--- src/rtl/channel_queue_defs.svh ---
// Purpose: Offsets, field positions, presets and reset values of the channel queue buffer
// Assumes: Included by its bare name from the design files
// Notes:   Definitions only
`ifndef CHANNEL_QUEUE_DEFS_SVH
`define CHANNEL_QUEUE_DEFS_SVH

// Register byte offsets on the APB port
`define CQ_OFF_CTRL       12'h000
`define CQ_OFF_LEVEL      12'h004
`define CQ_OFF_SETTING    12'h008

// Field layout
`define CQ_CTRL_HOLD_LSB  0
`define CQ_LEVEL_NIB_W    4
`define CQ_SET_BYP_LSB    20
`define CQ_SET_PIPE_LSB   25
`define CQ_CTRL_RESET     5'h00

// Channel count and depth limit
`define CQ_CHANNELS       5
`define CQ_MAX_DEPTH      4

// Presets: depth, bypass, ready pass-through
`define CQ_STD_DEPTH      4'h2
`define CQ_STD_BYPASS     1'b0
`define CQ_STD_PIPE       1'b0
`define CQ_EMPTY_DEPTH    4'h0
`define CQ_EMPTY_BYPASS   1'b0
`define CQ_EMPTY_PIPE     1'b0
`define CQ_BYP_DEPTH      4'h1
`define CQ_BYP_BYPASS     1'b1
`define CQ_BYP_PIPE       1'b0
`define CQ_PIPED_DEPTH    4'h1
`define CQ_PIPED_BYPASS   1'b0
`define CQ_PIPED_PIPE     1'b1

`endif

--- src/rtl/channel_queue_pkg.sv ---
// Purpose: Types shared by the channel queue buffer
// Assumes: Nothing is imported; users write channel_queue_pkg::name
// Notes:   Channel order is the order of the five-setting form
package channel_queue_pkg;

    // Link flavour served by one instance
    typedef enum logic [2:0] {
        tl_uncached = 3'h1,
        tl_coherent = 3'h2,
        axi_link    = 3'h4
    } protocol_t;

    // One channel setting: entries plus the two coupling options
    typedef struct packed {
        logic [3:0] depth;
        logic       bypass;
        logic       pipe;
    } queue_setting_t;

endpackage

--- src/rtl/channel_queue_buffer.sv ---
// What this block does
// One independent queue per decoupled channel: two for uncached TileLink, five otherwise.
// Every channel queue holds exactly its configured number of entries.
// Bypass option forwards input valid so an entry can leave the cycle it arrives.
// Ready pass-through couples output ready to input ready for full-rate single entries.
// A plain integer setting is the depth, with both coupling options off.
// Standard preset: two entries, no bypass, no ready pass-through.
// Empty preset: zero entries, no storage on that channel.
// Bypass preset: one entry, bypass on, ready pass-through off.
// Pipelined preset: one entry, ready pass-through on, bypass off.
// TileLink with no setting applies the standard preset to every channel.
// A single setting applies identically to all channels.
// Two TileLink settings: first for A, C, E; second for B, D.
// Five TileLink settings govern channels A, B, C, D, E in order.
// AXI with no setting applies the standard preset to all five channels.
// Two AXI settings: first for read-address, write-address, write-data; second for responses.
// Five AXI settings in order write-address, write-data, write-response, read-address, read-data.
// Handshakes kept, payloads unchanged and in order, no beat dropped or duplicated.
//
// Purpose: Per-channel queues on a TileLink or AXI link, with an APB control port
// Assumes: Single clock pclk at 125 MHz; link logic on the same clock
// Notes:   Channel index 0..4 is A..E for TileLink and aw, w, b, ar, r for AXI
`timescale 1ns/100ps
`include "channel_queue_defs.svh"

module channel_queue_fifo #(
    parameter int WIDTH  = 64,
    parameter int DEPTH  = `CQ_MAX_DEPTH,
    parameter bit BYPASS = 1'b0,
    parameter bit PIPE   = 1'b0
) (
    // Clock and reset
    input  wire logic             pclk,
    input  wire logic             presetn,
    // Filling side
    input  wire logic             in_valid,
    output logic                  in_ready,
    input  wire logic [WIDTH-1:0] in_data,
    // Draining side
    output logic                  out_valid,
    input  wire logic             out_ready,
    output logic      [WIDTH-1:0] out_data,
    // Occupancy
    output logic      [3:0]       level
);
    localparam int DS = (DEPTH > 0) ? DEPTH : 1;
    localparam int PW = (DS > 1) ? $clog2(DS) : 1;
    localparam int CW = $clog2(DS + 2);

    typedef struct packed {
        logic [DS-1:0][WIDTH-1:0] mem;
        logic [PW-1:0]            rd;
        logic [PW-1:0]            wr;
        logic [CW-1:0]            count;
    } fifo_state_t;

    fifo_state_t st;
    fifo_state_t next_st;

    if (DEPTH < 0 || DEPTH > 15) begin : g_bad_depth
        $error("channel_queue_fifo: DEPTH out of range");
    end

    function automatic logic [PW-1:0] ptr_inc(input logic [PW-1:0] p);
        ptr_inc = (p == PW'(DS - 1)) ? '0 : PW'(p + 1'b1);
    endfunction

    logic empty;
    logic full;
    logic deq;
    logic enq;
    logic do_enq;
    logic do_deq;

    always_comb begin
        next_st   = st;
        empty     = (st.count == '0);
        full      = (st.count == CW'(DS));
        if (DEPTH == 0) begin
            // No storage: the channel is a plain wire pair
            out_valid = in_valid;
            in_ready  = out_ready;
            out_data  = in_data;
        end else begin
            out_valid = !empty || (BYPASS && in_valid);
            in_ready  = !full || (PIPE && out_ready);
            out_data  = (BYPASS && empty) ? in_data : st.mem[st.rd];
        end
        deq    = out_valid && out_ready;
        enq    = in_valid && in_ready;
        // A bypassed beat leaves at once and is never written
        do_enq = (DEPTH > 0) && enq && !(BYPASS && empty && deq);
        do_deq = (DEPTH > 0) && deq && !(BYPASS && empty);
        if (do_enq) begin
            next_st.mem[st.wr] = in_data;
            next_st.wr         = ptr_inc(st.wr);
        end
        if (do_deq) begin
            next_st.rd = ptr_inc(st.rd);
        end
        if (do_enq && !do_deq) begin
            next_st.count = CW'(st.count + 1'b1);
        end else if (do_deq && !do_enq) begin
            next_st.count = CW'(st.count - 1'b1);
        end
        level = 4'(st.count);
    end

    always_ff @(posedge pclk or negedge presetn) begin
        if (!presetn) begin
            st <= '0;
        end else begin
            st <= next_st;
        end
    end

endmodule

module channel_queue_buffer #(
    parameter channel_queue_pkg::protocol_t PROTOCOL = channel_queue_pkg::tl_uncached,
    parameter int                           DATA_W   = 64,
    parameter int                           NUM_SET  = 0,
    // Settings 0..4, depth nibble i at [4i+3:4i]; a plain integer leaves both flags 0
    parameter logic [19:0]                  SET_DEPTH  = 20'h22222,
    parameter logic [4:0]                   SET_BYPASS = 5'h00,
    parameter logic [4:0]                   SET_PIPE   = 5'h00
) (
    // Clock and reset
    input  wire logic                            pclk,
    input  wire logic                            presetn,
    // APB slave
    input  wire logic                            psel,
    input  wire logic                            penable,
    input  wire logic                            pwrite,
    input  wire logic [11:0]                     paddr,
    input  wire logic [31:0]                     pwdata,
    input  wire logic [3:0]                      pstrb,
    output logic                                 pready,
    output logic      [31:0]                     prdata,
    output logic                                 pslverr,
    // Channel inputs, index 0..4
    input  wire logic [`CQ_CHANNELS-1:0]         in_valid,
    output logic      [`CQ_CHANNELS-1:0]         in_ready,
    input  wire logic [`CQ_CHANNELS*DATA_W-1:0]  in_data,
    // Channel outputs, index 0..4
    output logic      [`CQ_CHANNELS-1:0]         out_valid,
    input  wire logic [`CQ_CHANNELS-1:0]         out_ready,
    output logic      [`CQ_CHANNELS*DATA_W-1:0]  out_data
);
    localparam int NCH = `CQ_CHANNELS;

    if (!(NUM_SET == 0 || NUM_SET == 1 || NUM_SET == 2 || NUM_SET == 5)) begin : g_bad_num
        $error("channel_queue_buffer: NUM_SET must be 0, 1, 2 or 5");
    end
    if (DATA_W < 1) begin : g_bad_width
        $error("channel_queue_buffer: DATA_W must be positive");
    end

    // Which supplied setting governs channel ch
    function automatic int set_index(input int ch);
        set_index = 0;
        if (NUM_SET == 1) begin
            set_index = 0;
        end else if (NUM_SET == 2) begin
            if (PROTOCOL == channel_queue_pkg::axi_link) begin
                // aw, w, ar take the first; b, r the second
                set_index = (ch == 2 || ch == 4) ? 1 : 0;
            end else begin
                // A, C, E take the first; B, D the second
                set_index = (ch == 1 || ch == 3) ? 1 : 0;
            end
        end else if (NUM_SET == 5) begin
            set_index = ch;
        end
    endfunction

    function automatic channel_queue_pkg::queue_setting_t setting_of(input int ch);
        channel_queue_pkg::queue_setting_t s;
        int                                i;
        i = set_index(ch);
        if (NUM_SET == 0) begin
            s.depth  = `CQ_STD_DEPTH;
            s.bypass = `CQ_STD_BYPASS;
            s.pipe   = `CQ_STD_PIPE;
        end else begin
            s.depth  = SET_DEPTH[4*i +: 4];
            s.bypass = SET_BYPASS[i];
            s.pipe   = SET_PIPE[i];
        end
        setting_of = s;
    endfunction

    // Uncached TileLink carries only A and D
    function automatic logic chan_active(input int ch);
        if (PROTOCOL == channel_queue_pkg::tl_uncached) begin
            chan_active = (ch == 0 || ch == 3);
        end else begin
            chan_active = 1'b1;
        end
    endfunction

    function automatic logic [3:0] level_nib(input logic [3:0] v);
        level_nib = v;
    endfunction

    typedef struct packed {
        logic [NCH-1:0] hold;
        logic [31:0]    rdata;
    } top_state_t;

    top_state_t st;
    top_state_t next_st;

    logic [NCH-1:0]      q_in_ready;
    logic [NCH-1:0]      q_out_valid;
    logic [NCH-1:0][3:0] q_level;
    logic [31:0]         setting_word;

    for (genvar c = 0; c < NCH; c++) begin : g_chan
        localparam channel_queue_pkg::queue_setting_t S = setting_of(c);
        if (int'(S.depth) > `CQ_MAX_DEPTH) begin : g_too_deep
            $error("channel_queue_buffer: channel depth above limit");
        end
        if (chan_active(c)) begin : g_q
            logic in_v;
            logic out_r;
            // A held channel offers nothing downstream, so its queue fills up; a zero-depth one stalls its input
            assign in_v  = in_valid[c];
            assign out_r = out_ready[c] && !st.hold[c];
            channel_queue_fifo #(
                .WIDTH  (DATA_W),
                .DEPTH  (int'(S.depth)),
                .BYPASS (S.bypass),
                .PIPE   (S.pipe)
            ) u_fifo (
                .pclk      (pclk),
                .presetn   (presetn),
                .in_valid  (in_v),
                .in_ready  (q_in_ready[c]),
                .in_data   (in_data[c*DATA_W +: DATA_W]),
                .out_valid (q_out_valid[c]),
                .out_ready (out_r),
                .out_data  (out_data[c*DATA_W +: DATA_W]),
                .level     (q_level[c])
            );
        end else begin : g_idle
            assign q_in_ready[c]                 = 1'b0;
            assign q_out_valid[c]                = 1'b0;
            assign q_level[c]                    = 4'h0;
            assign out_data[c*DATA_W +: DATA_W]  = '0;
        end
        assign setting_word[4*c +: 4]                = chan_active(c) ? S.depth : 4'h0;
        assign setting_word[`CQ_SET_BYP_LSB + c]     = chan_active(c) && S.bypass;
        assign setting_word[`CQ_SET_PIPE_LSB + c]    = chan_active(c) && S.pipe;
    end
    assign setting_word[31:30] = 2'h0;

    assign in_ready  = q_in_ready;
    assign out_valid = q_out_valid & ~st.hold;

    // Register decode and access
    logic mapped;
    logic wr_en;
    logic [31:0] rd_mux;

    always_comb begin
        next_st = st;
        mapped  = (paddr == `CQ_OFF_CTRL) || (paddr == `CQ_OFF_LEVEL)
                  || (paddr == `CQ_OFF_SETTING);
        wr_en   = psel && penable && pwrite && mapped;
        rd_mux  = 32'h0000_0000;
        case (paddr)
            `CQ_OFF_CTRL: begin
                rd_mux[`CQ_CTRL_HOLD_LSB +: NCH] = st.hold;
            end
            `CQ_OFF_LEVEL: begin
                for (int c = 0; c < NCH; c++) begin
                    rd_mux[c*`CQ_LEVEL_NIB_W +: `CQ_LEVEL_NIB_W] = level_nib(q_level[c]);
                end
            end
            `CQ_OFF_SETTING: begin
                rd_mux = setting_word;
            end
            default: begin
                rd_mux = 32'h0000_0000;
            end
        endcase
        // Read data is caught in the setup cycle so the slave needs no wait state
        if (psel && !penable) begin
            next_st.rdata = rd_mux;
        end
        if (wr_en && paddr == `CQ_OFF_CTRL && pstrb[0]) begin
            next_st.hold = pwdata[`CQ_CTRL_HOLD_LSB +: NCH];
        end
    end

    assign pready  = 1'b1;
    assign pslverr = psel && penable && !mapped;
    assign prdata  = st.rdata;

    always_ff @(posedge pclk or negedge presetn) begin
        if (!presetn) begin
            st.hold  <= `CQ_CTRL_RESET;
            st.rdata <= 32'h0000_0000;
        end else begin
            st <= next_st;
        end
    end

endmodule

--- config.mk ---
export PLATFORM = sky130hd
export DESIGN_NAME = channel_queue_buffer
export DESIGN_NICKNAME = d
export VERILOG_FILES = /design/src/rtl/channel_queue_pkg.sv /design/src/rtl/channel_queue_buffer.sv
export VERILOG_INCLUDE_DIRS = /design/src /design/src/rtl
export SDC_FILE = /design/constraint.sdc
export NUM_CORES = 1
export LEC_CHECK = 0
export BUFFER_PORTS_ARGS = -buffer_cell sky130_fd_sc_hd__buf_4
export CORE_AREA = 2 2 290 292
export DETAILED_ROUTE_END_ITERATION = 7
export DIE_AREA = 0 0 292 294
export PLACE_DENSITY = 0.36
export SKIP_LAST_GASP = 1
export SYNTH_ARGS = -nofsm -noshare
export SYNTH_HDL_FRONTEND = slang
export SYNTH_HIERARCHICAL = 1
export SYNTH_SLANG_ARGS = --single-unit
--- constraint.sdc ---
create_clock -name pclk -period 2.6 [get_ports pclk]
set_input_delay 0.26 -clock pclk [delete_from_list [all_inputs] [get_ports pclk]]
set_output_delay 0.26 -clock pclk [all_outputs]
set_load 0.01 [all_outputs]
==> results.txt, run 1 <==
Final period util = 93.0%
CP arrival = 2.16 ns
Max IR drop VDD = 0.382 mV
Max Slew Vio Count = 0
PD cells = 1260 nW/um^2
synthesis-to-finish area growth = 33.7%
Skew-Pair Late Insertion Delay = 0.57 ns
CP Launch Type = register
IO Port Bufs = 296
Synth async-reset ratio = 100%
Filler cells = 8609
Multi-input gate area = 6720 um^2
status = completed
Largest delay share family, worst path = flip-flops
Num CTS Buffers = 37
register bit total from synthesis = 278
DRC = 0
Seq/Total Area, Yosys = 45.5%
routed len/inst = 16.1 um
largest net degree at the start of global routing = 58
Synth Flop Type = dfrtp_1
Root Buffer Master = clkbuf_16
Mapped Cells = 1031
register area = 6960 um^2
WL final = 41600 um
Reg2Reg Depth = 4
Yosys warnings = 6
Leak = 9.50 nW
layout cells sized above 1 = 51.7%
vias in the first global route = 9630
Top Ports = 747
unrepaired setup endpoints after global routing = false
nets = 1861
Worst Setup End Kind = output port
first-pass GRT wire length = 62000 um
cts-stage hold buffer count = 136
Synth Area per Inst = 14.8 um^2
CTS tree = done
total negative slack = 0 ns
minimum clock period after layout = 2.42 ns
antenna violations before repair = 0
endpoints failing setup = 0
reg-to-reg startpoint = g_chan[3].g_q.u_fifo/level[0]
critical-path cell list = buf_4, mux2_2, buf_4
Synth area leaders = dfrtp_1 46%, mux2_4 24%, buf_4 12%
All-Layer GR Usage = 9.43%
die width = 292 um
htree depth = 2
Reg clk slew, reported paths = 0.06 ns
Max Fclk = 413 MHz
Mapped Area = 15300 um^2
Worst Hold Class = in -> reg
dpl hpwl = 29300 um
Finished Core Util = 24.7%
Placer Congestion = 0.708
row count = 106
Hold EP = g_chan[0].g_q.u_fifo/st[2]
Yosys cell types = 38
WS Path Type = reg -> out
Crit path top cell by count = buf_4
reg2reg setup slack = 0.72 ns
Die Height = 294 um
worst path bufs/invs = 2
area leader, netlist = dfrtp_1
remaining antenna violation count = 0
Hold Path Depth = 3
CP max-delay cell = dfrtp_2
post-CTS sizing = 0
DR pass1 iterations = 4
R2R Path End = g_chan[3].g_q.u_fifo/st[116]
CTS sink cnt = 278
post-layout power = 0.0257 W
WP data required = 2.34 ns
worst-case clock buffer depth = 3
drt via density = 3.42
hold wc startpoint = in_valid[0]
Worst path max stage delay = 0.74 ns
CP Max Fanout = 16
ant diodes = 0
die footprint = 85800 um^2
core footprint = 82900 um^2
worst-margin pin slew = 0.612 ns
GRT overflow = 0
worst rel slew slack = 59.2%
max cap viols = 0
number of enable flip-flop cells after synthesis = 0
Synth top area share = 45.5%
initial DRC count = 267
initial core utilization = 18.4%
setup bufs post-CTS = 0
Setup Skew = 0.0207 ns
total number of vias = 8848
Final Hold Viols = 0
[cell type report]
type                            count  share of cell area (%)
Tap cell                         1080                    6.61
Clock inverter                     13                    1.21
Sequential cell                   278                    34.1
Clock buffer                       55                    5.35
Timing Repair Buffer              468                    19.9
Multi-Input combinational cell    691                    32.9
[flip-flops by register name, indices dropped and copies added (netlist names)]
name,cells
st,5
g_chan.g_q.u_fifo/st,260
g_chan.g_q.u_fifo/level,4
prdata,9
[metal layers]
metal | part of all wire [%] | up-vias | GRT usage, %
met2 | 48 | 324 | 15.7
met3 | 5.6 | 63 | 2.04
li1 | - | 3990 | -
met4 | 3.0 | 0 | 3.47
met1 | 43 | 4471 | 12.0
met5 | 0 | - | 0
[tightest hold or removal path, delay by kind of cell]
family                    cells  cell delay [ns]
xor gates and xnor gates      1             0.07
buffers and inverters         1             0.09
and+or+nand+nor               1             0.15
[synth_stat cells (all sizes together), types with 3 or more instances]
cell type / count
o31ai: 4
mux2i: 3
o21ai: 4
nor2: 4
mux2: 389
xnor2: 4
conb: 4
dfrtp: 278
and2: 3
nand2b: 3
nor2b: 7
and3b: 3
buf: 281
clkbuf: 3
xor2: 6
nand2: 14
nor4: 3
[kinds of logic after synthesis]
kind of cell / count (synthesis) / synth area share [%]
buffers and inverters: 284 / 16.0
and+or+nand+nor: 49 / 2.23
other: 4 / 0.0982
xor gates and xnor gates: 10 / 0.573
DFF: 278 / 45.5
muxes: 392 / 34.9
AOI/OAI and AO/OA: 12 / 0.581
adders and majority gates: 2 / 0.164
[worst max path at each step]
| stage | from | end | cells after the start |
|---|---|---|---|
| after floorplan | g_chan[0].g_q.u_fifo/level[0] | g_chan[0].g_q.u_fifo/st[10] | 5 |
| after CTS | g_chan[0].g_q.u_fifo/st[3] | out_data[56] | 3 |
| after detailed placement | g_chan[3].g_q.u_fifo/level[0] | g_chan[3].g_q.u_fifo/st[74] | 4 |
| after global placement | g_chan[3].g_q.u_fifo/level[0] | g_chan[3].g_q.u_fifo/st[130] | 4 |
| after global routing | g_chan[0].g_q.u_fifo/st[3] | out_data[56] | 3 |
| final | g_chan[0].g_q.u_fifo/st[3] | out_data[53] | 3 |
[cell usage in the layout, fill, tap and decap left out, types with 5 or more instances in the layout]
| master | Yosys | final |
|---|---|---|
| clkbuf_1 | 3 | 8 |
| bufinv_16 | 0 | 5 |
| clkbuf_16 | 0 | 37 |
| conb_1 | 4 | 226 |
| mux2_4 | 245 | 245 |
| mux2_1 | 16 | 16 |
| buf_4 | 239 | 315 |
| clkbuf_8 | 0 | 10 |
| buf_12 | 28 | 16 |
| mux2_2 | 128 | 128 |
| dfrtp_1 | 278 | 276 |
| nor2b_1 | 7 | 7 |
| xor2_1 | 6 | 6 |
| dlygate4sd3_1 | 0 | 136 |
| nand2_1 | 14 | 14 |
[power by group]
group	switching, W	total (W)	leakage [nW]	internal, W
Combinational	0.00488	0.0124	5.55	0.00749
Sequential	0.00128	0.00775	3.30	0.00647
Clock	0.00216	0.00561	0.652	0.00345
Total	0.00832	0.0257	9.50	0.0174
[stage by stage]
step                hold slack [ns]  setup WS, ns  instances  instance area, um^2
global route                 0.0301        0.0643       2585                20400
floorplan                   -0.0356          1.14       1253                16100
global placement              0.255         0.675       2381                17700
CTS                         0.00370        0.0750       2585                20400
detailed placement            0.261         0.685       2381                17700
finish                       0.0597         0.181       2585                20400
Power figures use the tool's default switching activity.
==> inputs of run 2 (changes only) <==
==> constraint.sdc (replaced) <==
create_clock -name pclk -period 2.6 [get_ports pclk]
set_input_delay 0.39 -clock pclk [delete_from_list [all_inputs] [get_ports pclk]]
set_output_delay 0.39 -clock pclk [all_outputs]
set_load 0.01 [all_outputs]
==> run 2 against run 1 <==
Against the previous run:
- final area is 6.4% lower
- sequential share of layout area rose by 2.3 points
- clock skew is 0.0084 ns lower
- wire length down 1.0%
- die area did not move
- global-route usage decreased by 0.13 points
- combinational power hardly changed
- via count fell by 5.9%
- core utilization down 1.6 points
- non-clock buffer count is 128 lower
- largest power group unchanged
- setup slack worse by 0.010 ns
==> results.txt, run 2 (synthesized netlist as in run 1, its figures left out) <==
Setup Skew = 0.0123 ns
max cap viols = 0
status = completed
switching power = 0.00826 W
most common cell after layout, fill and taps aside = buf_4
reg-to-reg startpoint = g_chan[0].g_q.u_fifo/level[0]
Int Power = 0.0172 W
Hold Path Depth = 2
worst-margin pin slew = 0.629 ns
PD cells = 1330 nW/um^2
Sw Share = 32.5%
post-layout instance area = 19100 um^2
CP Max Fanout = 31
first-pass GRT wire length = 60600 um
total number of vias = 8327
routed len/inst = 16.8 um
core footprint = 82900 um^2
CP arrival = 2.04 ns
largest net degree at the start of global routing = 68
CTS sink cnt = 278
Reg clk slew, reported paths = 0.06 ns
nets = 1735
Worst Hold Class = in -> reg
Hold EP = g_chan[0].g_q.u_fifo/st[86]
remaining antenna violation count = 0
combinational fraction of design power = 48.7%
Flop pwr share = 30.5%
minimum clock period after layout = 2.43 ns
unrepaired setup endpoints after global routing = false
WL final = 41200 um
row count = 106
WP data required = 2.21 ns
layout cells sized above 1 = 56.9%
dpl hpwl = 29800 um
Root Buffer Master = clkbuf_16
Max Slew Vio Count = 0
Top Ports = 747
WS Path Type = reg -> out
Max Fclk = 412 MHz
Final period util = 93.4%
die footprint = 85800 um^2
worst rel slew slack = 58.0%
total negative slack = 0 ns
initial core utilization = 18.4%
CP Launch Type = register
number of flip-flops in the largest register = 260
Finished Core Util = 23.1%
initial DRC count = 217
CTS tree = done
hold wc startpoint = in_data[18]
worst-case clock buffer depth = 3
setup bufs post-CTS = 0
Reg with most FFs = g_chan.g_q.u_fifo/st
Die Height = 294 um
reg2reg setup slack = 0.68 ns
Leak = 8.96 nW
Clock Power Share = 20.9%
final worst slack = 0.171 ns
ant diodes = 0
GRT overflow = 0
Worst Setup End Kind = output port
post-layout power = 0.0254 W
DRC = 0
antenna violations before repair = 0
synthesis-to-finish area growth = 25.2%
Post-DP Area = 17800 um^2
IO Port Bufs = 296
Reg2Reg Depth = 4
die width = 292 um
Final Hold Viols = 0
Num CTS Buffers = 39
Placer Congestion = 0.717
drt via density = 3.39
leading cell types in the layout, fill and taps excluded = 317 x buf_4, 276 x dfrtp_1, 245 x mux2_4
htree depth = 2
pre-CTS WS = 0.552 ns
All-Layer GR Usage = 9.30%
vias in the first global route = 8928
Max IR drop VDD = 0.389 mV
endpoints failing setup = 0
R2R Path End = g_chan[0].g_q.u_fifo/st[67]
Skew-Pair Late Insertion Delay = 0.55 ns
DR pass1 iterations = 4
## run 2: cell count changes in the layout (fill, tap and decap cells not counted), moves of 3 or more
cell,previous run,this run
clkbuf_16,37,40
clkbuf_1,8,11
dlygate4sd3_1,136,1
buf_12,16,21
clkbuf_8,10,7
bufinv_16,5,2
## run 2: area by class of cell
| type | count | area [um^2] |
|---|---|---|
| clock inverters | 12 | 134 |
| well taps | 1080 | 1350 |
| fillers | 8754 | 63800 |
| repair buffers | 340 | 2830 |
| clock buffers | 58 | 1140 |
| multi-input cells | 691 | 6720 |
| flip-flops and latches | 278 | 6960 |
## run 2: worst max path at each step
| stage | cells past startpoint | slack (ns) | from | endpoint |
|---|---|---|---|---|
| 2_1_floorplan | 3 | 1.06 | paddr[5] | pslverr |
| 3_3_place_gp | 5 | 0.57 | paddr[4] | pslverr |
| 3_5_place_dp | 5 | 0.55 | paddr[4] | pslverr |
| 4_1_cts | 3 | 0.09 | g_chan[0].g_q.u_fifo/st[3] | out_data[54] |
| 5_1_grt | 3 | 0.06 | g_chan[0].g_q.u_fifo/st[3] | out_data[54] |
| 6_report | 3 | 0.17 | g_chan[0].g_q.u_fifo/st[3] | out_data[54] |
## run 2: power groups by stage
stage | sequential [W] | clock, W | combinational, W
after global placement | 0.00769 | 0 | 0.0126
after detailed placement | 0.00778 | 0 | 0.0126
after CTS | 0.00777 | 0.00560 | 0.0126
after floorplan | 0.00727 | 0 | 0.00861
after global routing | 0.00807 | 0.00577 | 0.0131
final | 0.00775 | 0.00531 | 0.0124
## run 2: what timing repair did
| item | CTS | global route |
|---|---|---|
| hold endpoints to repair | 58 | 0 |
| resized for setup | 1 | 0 |
| setup endpoints to repair | 2 | 0 |
| hold buffers | 1 | 0 |
## run 2: through the flow
stage / cells / hold WS (ns)
final: 2459 / 0.0733
after global routing: 2459 / 0.0389
after CTS: 2459 / 0.0206
after detailed placement: 2388 / 0.425
after global placement: 2388 / 0.423
after floorplan: 1253 / 0.0944
## run 2: worst max-delay path: stages (launching register included)
cell and delay, ns:
dfrtp_2 0.64, buf_12 0.27, mux2_2 0.38, buf_4 0.15
## run 2: layer usage
metal | up-vias | GRT usage [%] | wire length (um)
li1 | 3735 | - | -
met1 | 4214 | 11.8 | 17500
met2 | 328 | 15.5 | 20200
met3 | 50 | 2.33 | 2610
met4 | 0 | 2.80 | 921
met5 | - | 0 | 0
==> inputs of run 3 (changes only) <==
CORE_AREA = 2 2 289 291   (was 2 2 290 292)
DIE_AREA = 0 0 291 293   (was 0 0 292 294)
PLACE_DENSITY = 0.38   (was 0.36)
clock period = 2.1 ns   (was 2.6 ns; I/O delays follow)
==> run 3 against run 2 <==
Against the previous run:
- the flow now finishes with violations (negative setup slack)
- combinational power is 44% higher
- hold slack better by 0.029 ns
- core utilization is 2.9 points higher
- final cell count is 5.4% higher
- register-to-register slack worse by 0.36 ns
- count of clock-buffer cells in the layout is 1 higher
- clock power is 28% higher
- critical endpoint is now out_data[48]
- highest routed layer unchanged
==> results.txt, run 3 (synthesized netlist as in run 1, its figures left out) <==
CP Max Fanout = 12
Die Height = 293 um
initial core utilization = 18.7%
drt via density = 3.47
most common cell after layout, fill and taps aside = mux2_4
critical path startpoint = g_chan[0].g_q.u_fifo/st[3]
PD cells = 1600 nW/um^2
Clock Power Share = 19.9%
Max IR drop VDD = 0.501 mV
initial DRC count = 267
total negative slack = -0.472 ns
DRC = 0
dpl hpwl = 29100 um
Num CTS Buffers = 39
htree depth = 2
reg-to-reg startpoint = g_chan[3].g_q.u_fifo/level[0]
antenna violations before repair = 0
hold wc startpoint = penable
nets = 1876
worst-margin pin slew = 0.600 ns
leading cell types in the layout, fill and taps excluded = 308 x mux2_4, 276 x dfrtp_1, 250 x buf_4
Skew-Pair Late Insertion Delay = 0.56 ns
CTS tree = done
Reg clk slew, reported paths = 0.06 ns
Reg with most FFs = g_chan.g_q.u_fifo/st
Post-DP Area = 17800 um^2
WL final = 43400 um
first-pass GRT wire length = 64100 um
post-layout instance area = 21300 um^2
IO Port Bufs = 296
CP arrival = 1.82 ns
reg2reg setup slack = 0.32 ns
WP data required = 1.78 ns
Int Power = 0.0232 W
ant diodes = 0
routed len/inst = 16.7 um
total number of vias = 8982
Filler cells = 8491
CP Launch Type = register
largest net degree at the start of global routing = 59
Max Slew Vio Count = 0
endpoints failing setup = 51
row count = 105
final worst slack = -0.0332 ns
synthesis-to-finish area growth = 39.1%
CP endpoint = out_data[48]
Worst Setup End Kind = output port
GRT overflow = 0
Final Hold Viols = 0
Final period util = 102%
Sw Share = 31.9%
Flop pwr share = 27.8%
core footprint = 81800 um^2
die footprint = 85300 um^2
unrepaired setup endpoints after global routing = true
number of flip-flops in the largest register = 260
Worst Hold Class = in -> reg
vias in the first global route = 9828
minimum clock period after layout = 2.13 ns
Top Ports = 747
max cap viols = 0
Root Buffer Master = clkbuf_16
Placer Congestion = 0.744
register area = 6960 um^2
R2R Path End = g_chan[3].g_q.u_fifo/st[38]
remaining antenna violation count = 0
worst rel slew slack = 60.0%
violated checks = negative setup slack
status = finished with violations
Max Fclk = 469 MHz
switching power = 0.0109 W
Reg2Reg Depth = 4
Leak = 10.0 nW
Multi-input gate area = 6960 um^2
worst-case clock buffer depth = 3
Setup Skew = 0.0129 ns
die width = 291 um
DR pass1 iterations = 4
layout cells sized above 1 = 52.2%
All-Layer GR Usage = 9.87%
WS Path Type = reg -> out
combinational fraction of design power = 52.3%
CTS sink cnt = 278
-- run 3: cell types whose count changed in the layout (fill, tap and decap cells not counted), sizes merged --
cell         before  now
inv               2    1
clkbuf           58   62
clkinvlp          2    1
clkinv            6    7
buf             339  344
bufinv            2    3
dlygate4sd3       1  134
-- run 3: cell type report --
class / count / area share, %
sequential: 278 / 32.8
timing repair buffer: 481 / 22.0
tap: 1070 / 6.30
clock buffer: 59 / 5.42
clock inverter: 12 / 0.836
multi-input combinational: 691 / 32.7
-- run 3: worst min path at each step --
stage | to | slack [ns] | depth (start not counted)
6_report | prdata[12] | 0.10 | 4
5_1_grt | prdata[12] | 0.08 | 4
4_1_cts | prdata[12] | 0.04 | 4
3_5_place_dp | g_chan[0].g_q.u_fifo/st[59] | 0.34 | 1
3_3_place_gp | g_chan[0].g_q.u_fifo/st[57] | 0.32 | 1
2_1_floorplan | g_chan[0].g_q.u_fifo/level[0] | 0.02 | 0
-- run 3: worst max-delay path: stages (launching register included) --
cell	delay, ns
dfrtp_4	0.42
buf_12	0.15
buf_12	0.16
mux2_2	0.37
buf_4	0.15
-- run 3: repair_timing --
action                     4_1_cts  5_1_grt
hold buffers                   134        0
gates cloned                     6        3
resized for setup               62       74
setup buffers                    5        0
setup endpoints to repair      128      126
hold endpoints to repair       310        0
-- run 3: stage by stage --
step | hold slack, ns | std cells | util, % | power (W) | setup WS [ns]
3_3_place_gp | 0.324 | 2372 | 21.7 | 0.0248 | 0.253
5_1_grt | 0.0755 | 2591 | 26.0 | 0.0361 | -0.110
3_5_place_dp | 0.340 | 2372 | 21.7 | 0.0250 | 0.225
2_1_floorplan | 0.0194 | 1253 | - | 0.0197 | 0.636
4_1_cts | 0.0428 | 2588 | 25.5 | 0.0338 | -0.0977
6_report | 0.102 | 2591 | 26.0 | 0.0341 | -0.0332
-- run 3: metal layers --
layer  track usage (%)  part of all wire [%]  vias to the layer above
met3              1.88                   5.1                       59
met5                 0                     0                        -
met4              3.25                   2.5                        0
li1                  -                     -                     4012
met1              12.6                    44                     4550
met2              16.7                    49                      361
-- run 3: power groups by stage --
stage	Clock (W)	Sequential (W)	Combinational, W
2_1_floorplan	0	0.00900	0.0107
3_3_place_gp	0	0.00939	0.0155
3_5_place_dp	0	0.00952	0.0155
4_1_cts	0.00714	0.00946	0.0172
5_1_grt	0.00735	0.00987	0.0189
6_report	0.00678	0.00949	0.0178
